--- src/shared/gccb_pkg.sv ---
package gccb_pkg;

  // ----------------------------------------------------------------
  // Structure
  // ----------------------------------------------------------------
  localparam int unsigned NUM_BLOCKS_MAX = 20; // see RL1
  localparam int unsigned BLOCKS_PER_SIDE = 5; // see RL14
  localparam int unsigned PLL_OUTPUTS = 5; // see RL15
  localparam int unsigned PLL_PICK_W = 3;
  localparam int unsigned CLK_PINS = 2;
  localparam int unsigned CORNER_PINS = 2;

  // ----------------------------------------------------------------
  // Dynamic select codes
  // ----------------------------------------------------------------
  localparam logic [1:0] SEL_PIN0 = 2'h0;
  localparam logic [1:0] SEL_PIN1 = 2'h1;
  localparam logic [1:0] SEL_PLL_A = 2'h2;
  localparam logic [1:0] SEL_PLL_B = 2'h3;

  // ----------------------------------------------------------------
  // Types
  // ----------------------------------------------------------------
  typedef enum logic [1:0] {
    SRC_DYNAMIC,
    SRC_DUAL_PURPOSE,
    SRC_CORNER,
    SRC_INTERNAL
  } gccb_static_src_e;

  typedef struct packed {
    logic [CLK_PINS-1:0] clk_pin;
    logic [PLL_OUTPUTS-1:0] pll_count;
    logic dual_pin;
    logic [CORNER_PINS-1:0] corner_pin;
  } gccb_pins_s;

  typedef struct packed {
    logic power_down;
    gccb_static_src_e static_src;
    logic corner_pick;
    logic [PLL_PICK_W-1:0] pll_pick_a;
    logic [PLL_PICK_W-1:0] pll_pick_b;
    logic out_zero_path;
    logic clkswitch;
  } gccb_cfg_s;

  // ----------------------------------------------------------------
  // Reset values
  // ----------------------------------------------------------------
  localparam gccb_pins_s PINS_RESET = gccb_pins_s'(10'h000);
  localparam gccb_cfg_s CFG_RESET = '{
    power_down: 1'b1,
    static_src: SRC_DYNAMIC,
    corner_pick: 1'b0,
    pll_pick_a: 3'h0,
    pll_pick_b: 3'h1,
    out_zero_path: 1'b0,
    clkswitch: 1'b0
  };

endpackage

--- src/logic/gccb_clock_ctrl.sv ---
// Operation
// RL1: One block per global network, at most 20; only its output drives that net.
// RL2: Six candidates: two clock pins, two PLL outputs, one dual-purpose pin, internal.
// RL3: Two-bit user select picks among the two clock pins and two PLL outputs.
// RL4: Internal and dual-purpose sources are fixed by configuration, never at run time.
// RL5: PLL reference use allowed only when sources are PLL outputs or clock pins.
// RL6: Blocks fed by dual-purpose pins or internal logic never feed a PLL reference.
// RL7: User enable turns the global network on or off at run time.
// RL8: Disabled network gives its loads no edges; gating acts on the network only.
// RL9: Static power-down configuration keeps an unused network without any clock.
// RL10: Enable captured on the falling edge of the incoming clock.
// RL11: PLL output zero to clock pin path uses two cascaded enable registers.
// RL12: Gating never touches PLL feedback; PLL stays locked whatever the enable.
// RL13: Re-enabled network resumes at once, no relock or resynchronisation wait.
// RL14: Five control blocks per device side, next to that side's clock pins.
// RL15: Each PLL makes five outputs; only two reach the network through this block.
// RL16: Only one corner dual-purpose pin per corner feeds the block at a time.
// RL17: PLL input mux picks reference by switch from configuration or manual control.
// RL18: User disables, changes select, waits some new-source cycles, then re-enables.
// RL19: Disabled network held low; no partial pulses when gating or ungating.
`timescale 1ns/1ps
module gccb_clock_ctrl (
  // Clock and reset
  input wire logic i_core_clk,
  input wire logic i_rst_b,
  // Candidate sources
  input wire gccb_pkg::gccb_pins_s i_pins,
  input wire logic i_internal_logic,
  // Configuration
  input wire gccb_pkg::gccb_cfg_s i_cfg,
  // User mode control
  input wire logic [1:0] i_clk_select,
  input wire logic i_net_enable,
  input wire logic i_manual_switch_en,
  input wire logic i_manual_switch,
  // Network and status
  output logic o_global_clock_net,
  output logic o_net_active,
  output logic o_pll_ref_allowed,
  output logic o_pll_reference,
  output logic o_cfg_loaded
);

  // ----------------------------------------------------------------
  // Functions
  // ----------------------------------------------------------------
  function automatic logic pick_pll(input logic [gccb_pkg::PLL_OUTPUTS-1:0] v,
                                    input logic [gccb_pkg::PLL_PICK_W-1:0] idx);
    logic hit;
    hit = 1'b0;
    for (int i = 0; i < gccb_pkg::PLL_OUTPUTS; i++) begin
      if (int'(idx) == i) begin
        hit = v[i];
      end
    end
    return hit;
  endfunction

  function automatic logic [9:0] agree(input logic [9:0] s2, input logic [9:0] s3,
                                       input logic [9:0] held);
    return (s2 & s3) | (held & (s2 ^ s3));
  endfunction

  // ----------------------------------------------------------------
  // Pin synchronisers
  // ----------------------------------------------------------------
  gccb_pkg::gccb_pins_s sync1;
  gccb_pkg::gccb_pins_s sync2;
  gccb_pkg::gccb_pins_s sync3;
  gccb_pkg::gccb_pins_s flt;
  gccb_pkg::gccb_pins_s next_flt;

  assign next_flt = gccb_pkg::gccb_pins_s'(agree(sync2, sync3, flt));

  always_ff @(posedge i_core_clk or negedge i_rst_b) begin
    if (!i_rst_b) begin
      sync1 <= gccb_pkg::PINS_RESET;
      sync2 <= gccb_pkg::PINS_RESET;
      sync3 <= gccb_pkg::PINS_RESET;
      flt <= gccb_pkg::PINS_RESET;
    end else begin
      sync1 <= i_pins;
      sync2 <= sync1;
      sync3 <= sync2;
      flt <= next_flt;
    end
  end

  // ----------------------------------------------------------------
  // Configuration capture
  // ----------------------------------------------------------------
  gccb_pkg::gccb_cfg_s cfg_q;
  logic cfg_loaded;

  // Loaded once after reset release, frozen afterwards
  always_ff @(posedge i_core_clk or negedge i_rst_b) begin
    if (!i_rst_b) begin
      cfg_q <= gccb_pkg::CFG_RESET;
      cfg_loaded <= 1'b0;
    end else if (!cfg_loaded) begin
      cfg_q <= i_cfg; // see RL4
      cfg_loaded <= 1'b1;
    end
  end

  // ----------------------------------------------------------------
  // Source selection
  // ----------------------------------------------------------------
  logic pll_a;
  logic pll_b;
  logic dyn_src;
  logic corner_lvl;
  logic src_sel;
  logic pd_eff;
  logic is_dynamic;

  assign pll_a = pick_pll(flt.pll_count, cfg_q.pll_pick_a); // see RL15
  assign pll_b = pick_pll(flt.pll_count, cfg_q.pll_pick_b); // see RL15
  assign dyn_src = (i_clk_select == gccb_pkg::SEL_PIN0) ? flt.clk_pin[0] :
                   (i_clk_select == gccb_pkg::SEL_PIN1) ? flt.clk_pin[1] :
                   (i_clk_select == gccb_pkg::SEL_PLL_A) ? pll_a : pll_b; // see RL3
  assign corner_lvl = flt.corner_pin[cfg_q.corner_pick]; // see RL16
  assign is_dynamic = (cfg_q.static_src == gccb_pkg::SRC_DYNAMIC);
  assign src_sel = is_dynamic ? dyn_src :
                   (cfg_q.static_src == gccb_pkg::SRC_DUAL_PURPOSE) ? flt.dual_pin :
                   (cfg_q.static_src == gccb_pkg::SRC_CORNER) ? corner_lvl :
                   i_internal_logic; // see RL2
  assign pd_eff = cfg_q.power_down | ~cfg_loaded; // see RL9

  // ----------------------------------------------------------------
  // Enable capture and gating
  // ----------------------------------------------------------------
  logic src_prev;
  logic src_fall;
  logic en_q1;
  logic en_q2;
  logic en_eff;
  logic next_net;

  assign src_fall = src_prev & ~src_sel;
  assign en_eff = cfg_q.out_zero_path ? en_q2 : en_q1; // see RL11
  // Enable moves only while the source is low, so pulses stay whole
  assign next_net = src_sel & en_eff & ~pd_eff; // see RL8 see RL19

  always_ff @(posedge i_core_clk or negedge i_rst_b) begin
    if (!i_rst_b) begin
      src_prev <= 1'b0;
      en_q1 <= 1'b0;
      en_q2 <= 1'b0;
    end else begin
      src_prev <= src_sel;
      if (src_fall) begin
        en_q1 <= i_net_enable; // see RL7 see RL10
        en_q2 <= en_q1; // see RL11
      end
    end
  end

  // ----------------------------------------------------------------
  // PLL reference mux, untouched by the enable
  // ----------------------------------------------------------------
  logic switch_sel;
  logic next_ref;

  assign switch_sel = i_manual_switch_en ? i_manual_switch : cfg_q.clkswitch; // see RL17
  assign next_ref = switch_sel ? flt.clk_pin[1] : flt.clk_pin[0]; // see RL12

  // ----------------------------------------------------------------
  // Output registers
  // ----------------------------------------------------------------
  always_ff @(posedge i_core_clk or negedge i_rst_b) begin
    if (!i_rst_b) begin
      o_global_clock_net <= 1'b0;
      o_net_active <= 1'b0;
      o_pll_ref_allowed <= 1'b0;
      o_pll_reference <= 1'b0;
      o_cfg_loaded <= 1'b0;
    end else begin
      o_global_clock_net <= next_net; // see RL1 see RL13
      o_net_active <= en_eff & ~pd_eff;
      o_pll_ref_allowed <= cfg_loaded & is_dynamic; // see RL5 see RL6
      o_pll_reference <= next_ref;
      o_cfg_loaded <= cfg_loaded;
    end
  end

  // ----------------------------------------------------------------
  // Gated-off run length, for coverage of long sleeps
  // ----------------------------------------------------------------
  logic [7:0] off_cnt;

  always_ff @(posedge i_core_clk or negedge i_rst_b) begin
    if (!i_rst_b) begin
      off_cnt <= 8'h00;
    end else if (o_net_active) begin
      off_cnt <= 8'h00;
    end else if (off_cnt != 8'hff) begin
      off_cnt <= off_cnt + 8'h01;
    end
  end
endmodule

--- config.mk ---
export PLATFORM = sky130hd
export DESIGN_NAME = gccb_clock_ctrl
export DESIGN_NICKNAME = d
export VERILOG_FILES = /design/src/shared/gccb_pkg.sv /design/src/logic/gccb_clock_ctrl.sv
export SDC_FILE = /design/constraint.sdc
export NUM_CORES = 1
export LEC_CHECK = 0
export ABC_CLOCK_PERIOD_IN_PS = 2140
export BUFFER_PORTS_ARGS = -buffer_cell sky130_fd_sc_hd__buf_4
export CORE_MARGIN = 3
export CORE_UTILIZATION = 40
export DETAILED_ROUTE_END_ITERATION = 7
export GPL_ROUTABILITY_DRIVEN = 0
export GPL_TIMING_DRIVEN = 1
export PLACE_DENSITY_LB_ADDON = 0.15
export SKIP_LAST_GASP = 1
export SYNTH_ARGS = -nofsm -noshare
export SYNTH_HDL_FRONTEND = slang
export SYNTH_SLANG_ARGS = --single-unit
--- constraint.sdc ---
create_clock -name i_core_clk -period 2.14 [get_ports i_core_clk]
set_clock_uncertainty 0.2 [all_clocks]
set_input_delay 0.214 -clock i_core_clk [delete_from_list [all_inputs] [get_ports i_core_clk]]
set_output_delay 0.214 -clock i_core_clk [all_outputs]
set_load 0.005 [all_outputs]
==> results of run 1 <==
## final cells by class
type | instances | area (sq um) | area share, %
timing repair buffer | 59 | 503.0 | 17.18
sequential | 61 | 1529 | 52.22
multi-input combinational | 59 | 610.6 | 20.85
tap | 70 | 87.58 | 2.991
clock buffer | 16 | 190.2 | 6.496
inverter | 2 | 7.507 | 0.2564
## cell usage after synthesis (all sizes together)
| cell type | n |
|---|---|
| dfstp | 2 |
| a211oi | 1 |
| o21ai | 2 |
| a21oi | 1 |
| nand2 | 3 |
| conb | 1 |
| o311ai | 1 |
| nor3b | 2 |
| mux4 | 2 |
| a21o | 10 |
| mux2 | 16 |
| dfrtp | 59 |
| clkbuf | 1 |
| ha | 10 |
| and2 | 2 |
| nor4b | 1 |
| and3b | 1 |
| o211ai | 1 |
| nor2 | 1 |
| mux2i | 4 |
| inv | 2 |
## through the flow
| step | instance area [sq um] | TNS, ns | power (uW) | cells |
|---|---|---|---|---|
| final | 2928 | -0.1201 | 2548 | 267 |
| after global routing | 2928 | -0.2257 | 2686 | 267 |
| after CTS | 2928 | -0.1244 | 2599 | 267 |
| after detailed placement | 2490 | -0.1015 | 1591 | 227 |
| after global placement | 2490 | -0.07464 | 1578 | 227 |
| after floorplan | 2143 | 0 | 1467 | 123 |
## registers in the layout, summed over array words and instances (netlist names)
register            flops
cfg_q                  12
flt                    10
sync1                  10
sync2                  10
sync3                  10
cfg_loaded              1
en_q1                   1
en_q2                   1
o_cfg_loaded            1
o_global_clock_net      1
o_net_active            1
o_pll_ref_allowed       1
o_pll_reference         1
src_prev                1
## power by group through the flow
stage               logic (uW)  registers (uW)  clock network [uW]
floorplan                  140            1330                   0
global placement           235            1340                   0
detailed placement         242            1350                   0
CTS                        281            1330                 989
global route               307            1340                1040
finish                     275            1330                 946
## critical path, delay by kind of cell (launching register included)
family         cells  cell delay [ns]
AO/OA/AOI/OAI      2             0.38
multiplexers       2             0.98
flip-flops         1             0.54
## logic make-up after synthesis
family | after synthesis | share of synthesized area [%]
fa+ha+maj | 10 | 5.838
other cells | 1 | 0.1750
buf+inv | 3 | 0.5254
mux | 22 | 12.67
flops | 61 | 71.34
simple gates | 10 | 2.860
compound gates | 16 | 6.596
## worst paths after layout
kind / endpoint / slack, ns / from / depth (start not counted)
max: en_q2 / -0.07 / cfg_q[2] / 4
min: o_pll_reference / 0.08 / i_manual_switch / 3
max reg2reg: en_q2 / -0.07 / cfg_q[2] / 4
min reg2reg: sync2[2] / 0.14 / sync1[2] / 0
max in group asynchronous: flt[1] / 0.97 / i_rst_b / 2
min in group asynchronous: o_net_active / 0.30 / i_rst_b / 2
## routing by layer
layer  up-vias  track usage [%]
met4         0            7.732
met2        33            18.69
met1       591            15.78
met3         8            4.649
met5         -                0
li1        570                -
## what timing repair did
item                       4_1_cts  5_1_grt
setup endpoints to repair        2        2
hold buffers                    24        0
hold endpoints to repair        82        0
resized for setup                1        0
==> qor.txt, run 1 <==
Max-Cap Viols = 0
Clk slew on worst S/H paths = 0.06 ns
# H-tree levels = 3
Final slew viol count = 0
Total CTS buffers = 9
CTS Root Cell = clkbuf_8
DR top layer = met4
Layout fillers = 441
Layout Nets = 232
DP HPWL = 2.265 mm
Clock Power Share = 37.1%
Crit path max-delay cell type = mux4_4
Drt pass-1 iters = 3
Critical Path End Type = flip-flop
RSZ-0062 raised after global routing = true
Starting Density = 41.70%
Post-layout util = 56.96%
Routed met3 length = 202 um
Worst-Skew Late Latency = 0.33 ns
First-pass GRT wire length = 5.754 mm
Die Ht = 79.20 um
HP Class = in -> reg
Cell Int Power = 1989 uW
Synth warn = 0
Tmin final = 2.207 ns
Final setup margin = -0.06708 ns
Failing checks = setup timing
Drt initial violations = 40
Final hold vios = 0
Die area = 6273 sq um
Sequential Power Share = 52.1%
Hold slack = 0.07556 ns
NetSw = 559.1 uW
Gate power share = 10.8%
Slew Limit Headroom = 52.06%
Synth area leaders = dfrtp_1, mux2_2, ha_1
GRT Residual Overflow = 0
FP Rows = 26
Max IR drop VDD = 0.4460 mV
Fin crit share = 103.1%
Post-synth cell types = 24
Setup CP Type = reg -> reg
Status = complete, but fails checks
Cell area after synthesis = 2143 sq um
Startpoint Class = flip-flop
Core Box Area = 5140 sq um
Initial antenna violation count = 0
GRT Total Usage = 12.66%
Mean area per synthesized cell = 17.43 sq um
Post-Synthesis Net Count = 163
Power per cell area = 870.3 nW/um^2
Arrival time worst endpoint = 2.21 ns
Antenna-violating nets left = 0
Commonest non-fill, non-tap cell in the layout = dfrtp_1
Drt via density = 4.502
Final setup viols = 2
Fmax = 0.4531 GHz
Seq cells post-synth = 61
Synth area leader = dfrtp_1
Switching Fraction = 21.94%
Register area share after synthesis = 71.34%
Area added between synthesis and finish = 36.60%
Routed wire length = 3.429 mm
Layout cells sized above 1 = 35.53%
Clock buffer depth = 2
Largest net degree at the start of global routing = 62
Remaining DRCs = 0
Synth top area share = 68.88%
Met2 wire len = 1.597 mm
Antenna Cells = 0
Routed vias = 1202
Clk sinks = 61
Vias in the first global route = 1261
Max incr delay on CP = 0.65 ns
CP required = 2.15 ns
IO buf count = 34
Die X = 79.20 um
Critical Path Fanout Max = 2
Pleak = 0.001401 uW
CP Cell Sequence = mux4_4 > a211oi_4 > o211ai_2 > mux2_1
Setup bufs post-CTS = 0
Routed wire per std cell = 12.84 um
Mapped Cells = 123
Place WS = -0.05117 ns
Num ports = 35
Met1 WL = 1.548 mm
CTS tree = yes
Commonest cells after routing, fill and taps aside = dfrtp_1, buf_4, dlygate4sd3_1
Slew @ Worst Pin = 0.7190 ns
No activity file was read; power rests on OpenSTA's default activity.
==> inputs of run 2 (changes only) <==
--- a/config.mk
+++ b/config.mk
@@ -5,6 +5,7 @@
 export SDC_FILE = /design/constraint.sdc
 export NUM_CORES = 1
 export LEC_CHECK = 0
+export ABC_AREA = 1
 export ABC_CLOCK_PERIOD_IN_PS = 2140
 export BUFFER_PORTS_ARGS = -buffer_cell sky130_fd_sc_hd__buf_4
 export CORE_MARGIN = 3
==> run 2 against run 1 <==
The flow now finishes without violations. Total power up 2.8%. Sequential power about the same. Hold slack worse by 0.054 ns. Register-to-register slack better by 0.70 ns. Wire length up 8.7%. Fmax up 46%. Clock power up 9.9%. Non-clock buffer count down 1. Count of clock-buffer cells in the layout down 4.
==> qor.txt, run 2 <==
Status = complete, no violations (was complete, but fails checks)
Pleak = 0.001486 uW (was 0.001401 uW)
Primary FF master, synth = dfrtp_1 (unchanged)
First-pass GRT wire length = 6.548 mm (was 5.754 mm)
Register area share after synthesis = 71.38% (was 71.34%)
Post-synth cell types = 24 (unchanged)
Final slew viol count = 0 (unchanged)
Layout Nets = 280 (was 232)
Largest delay share family, worst path = flip-flops (was multiplexers)
Hold_buf cts = 24 (unchanged)
Post-synth EDFFs = 0 (unchanged)
Post-synth top cells = dfrtp_1, nand2_1, a21o_1, ha_1, inv_1 (was dfrtp_1, mux2_2, a21o_1, ha_1, mux2i_1)
Commonest non-fill, non-tap cell in the layout = dfrtp_1 (unchanged)
Asr flop ratio synth = 100.0% (unchanged)
Remaining DRCs = 0 (unchanged)
Largest net degree at the start of global routing = 62 (unchanged)
Max-Cap Viols = 0 (unchanged)
CP required = 2.19 ns (was 2.15 ns)
HP Class = in -> reg (unchanged)
Largest register by flop count = cfg_q (unchanged)
CTS Root Cell = clkbuf_8 (unchanged)
DP HPWL = 2.467 mm (was 2.265 mm)
Initial antenna violation count = 0 (unchanged)
TNS Setup = 0 ns (was -0.1201 ns)
GRT Residual Overflow = 0 (unchanged)
CP Cell Sequence = inv_1 > nor3_1 > a21boi_0 (was mux4_4 > a211oi_4 > o211ai_2 > mux2_1)
Drt via density = 4.471 (was 4.502)
Routed wire per std cell = 11.87 um (was 12.84 um)
Slew @ Worst Pin = 0.7269 ns (was 0.7190 ns)
Post-synthesis simple-gate area fraction = 11.97% (was 2.860%)
Routed wire length = 3.726 mm (was 3.429 mm)
Synth warn = 0 (unchanged)
Final hold vios = 0 (unchanged)
Critical Path End Type = flip-flop (unchanged)
Adder-cell area share of the yosys netlist = 5.841% (was 5.838%)
Drt pass-1 iters = 4 (was 3)
Clk sinks = 61 (unchanged)
WP depth = 3 (was 4)
Fin crit share = 70.44% (was 103.1%)
Largest family of logic cells by synthesized area = simple AND/OR/NAND/NOR gates (was multiplexers)
Final setup viols = 0 (was 2)
Arrival time worst endpoint = 1.55 ns (was 2.21 ns)
Finished Layout Cells = 314 (was 267)
Die area = 6269 sq um (was 6273 sq um)
Multi-input gate area = 564.3 sq um (was 610.6 sq um)
Layout cells sized above 1 = 22.95% (was 35.53%)
Routed vias = 1404 (was 1202)
DP Area = 2477 sq um (was 2490 sq um)
RSZ-0062 raised after global routing = false (was true)
Max FFs per register = 12 (unchanged)
Tmin final = 1.507 ns (was 2.207 ns)
Fmax = 0.6634 GHz (was 0.4531 GHz)
Total CTS buffers = 9 (unchanged)
Synth top area share = 68.93% (was 68.88%)
CTS resizes = 0 (was 1)
Startpoint Class = flip-flop (unchanged)
Starting Density = 41.67% (was 41.70%)
Clk slew on worst S/H paths = 0.07 ns (was 0.06 ns)
Mapped Cells = 173 (was 123)
Setup bufs post-CTS = 0 (unchanged)
XOR/XNOR Fraction of Synth Area = 0% (unchanged)
Drt initial violations = 60 (was 40)
Num ports = 35 (unchanged)
Layout fillers = 465 (was 441)
Synth area leaders = dfrtp_1, nand2_1, ha_1 (was dfrtp_1, mux2_2, ha_1)
GRT Total Usage = 14.15% (was 12.66%)
Commonest cells after routing, fill and taps aside = dfrtp_1, nand2_1, buf_4 (was dfrtp_1, buf_4, dlygate4sd3_1)
Core Box Area = 5140 sq um (unchanged)
Synth area leader = dfrtp_1 (unchanged)
FP Rows = 26 (unchanged)
Post-layout util = 56.94% (was 56.96%)
Buf/Inv on CP = 1 (was 0)
Mean area per synthesized cell = 12.38 sq um (was 17.43 sq um)
Setup CP Type = reg -> reg (unchanged)
Max incr delay on CP = 0.44 ns (was 0.65 ns)
Seq cells post-synth = 61 (unchanged)
Die X = 79.18 um (was 79.20 um)
Mux share of post-synthesis cell area = 0.9930% (was 12.67%)
IO buf count = 34 (unchanged)
Cell area after synthesis = 2142 sq um (was 2143 sq um)
Most common cell in the netlist = dfrtp_1 (unchanged)
Compound-Gate Fraction of Synth Area = 7.360% (was 6.597%)
Area added between synthesis and finish = 36.62% (was 36.60%)
Worst-Skew Late Latency = 0.33 ns (about the same)
Power per cell area = 894.6 nW/um^2 (was 870.3 nW/um^2)
Antenna-violating nets left = 0 (unchanged)
Worst hold stages = 4 (was 3)
Antenna Cells = 0 (unchanged)
Design area = 2927 sq um (was 2928 sq um)
# H-tree levels = 3 (unchanged)
R2R depth = 3 (was 4)
Max IR drop VDD = 0.5813 mV (was 0.4460 mV)
Die Ht = 79.18 um (was 79.20 um)
Clock buffer depth = 2 (unchanged)
Placed Cells = 275 (was 227)
Post-Synthesis Net Count = 213 (was 163)
Slew Limit Headroom = 51.54% (was 52.06%)
Vias in the first global route = 1444 (was 1261)
Critical Path Fanout Max = 21 (was 2)
FF+latch area = 1529 sq um (unchanged)
Crit path max-delay cell type = dfrtp_1 (was mux4_4)
CTS tree = yes (unchanged)
run 2: stage by stage:
stage	setup slack [ns]	hold slack (ns)	total power (uW)
final	0.6326	0.02166	2618
after detailed placement	0.6410	0.1246	1572
after global placement	0.6970	0.1154	1555
after global routing	0.5001	0.03160	2761
after CTS	0.6206	0.01215	2662
after floorplan	0.7548	-0.2816	1447
run 2: path summary, 6_finish.rpt:
check / slack, ns / to / startpoint
min: 0.02 / src_prev / i_clk_select[1]
min in group asynchronous: 0.30 / sync1[8] / i_rst_b
max in group asynchronous: 0.97 / cfg_loaded / i_rst_b
min reg2reg: 0.15 / sync2[8] / sync1[8]
max: 0.63 / o_global_clock_net / cfg_loaded
max reg2reg: 0.63 / o_global_clock_net / cfg_loaded
run 2: cell families (layout without fill, tap and decap cells):
logic type	count (synthesis)	count (layout)
buffers and inverters	13	84
AOI/OAI and AO/OA	25	25
DFF	61	61
adders and majority gates	10	10
and+or+nand+nor	61	61
muxes	2	2
other	1	1
run 2: report_power, final:
| group | switching [uW] | leakage, uW | internal [uW] |
|---|---|---|---|
| registers | 63.5 | 0.000726 | 1260 |
| logic | 120 | 0.000651 | 143 |
| clock network | 409 | 0.000108 | 626 |
| total | 592 | 0.00149 | 2030 |
run 2: cell type report:
class                      instances  area share (%)
inverter                          11           1.411
sequential                        61           52.24
clock buffer                      12           5.643
clock inverter                     3           1.496
tap                               70           2.993
multi-input combinational         99           19.28
timing repair buffer              58           16.93
run 2: metal layers:
| metal | vias to the layer above | global-route usage, % | wire length [um] |
|---|---|---|---|
| li1 | 697 | - | - |
| met1 | 670 | 17.66 | 1643 |
| met2 | 31 | 21.04 | 1795 |
| met3 | 6 | 7.256 | 234 |
| met4 | 0 | 5.155 | 53 |
| met5 | - | 0 | 0 |
run 2: worst reg2reg max path, stage by stage, from the launching register on:
cell and delay, ns:
dfrtp_1 0.44, inv_1 0.30, nor3_1 0.30, a21boi_0 0.19
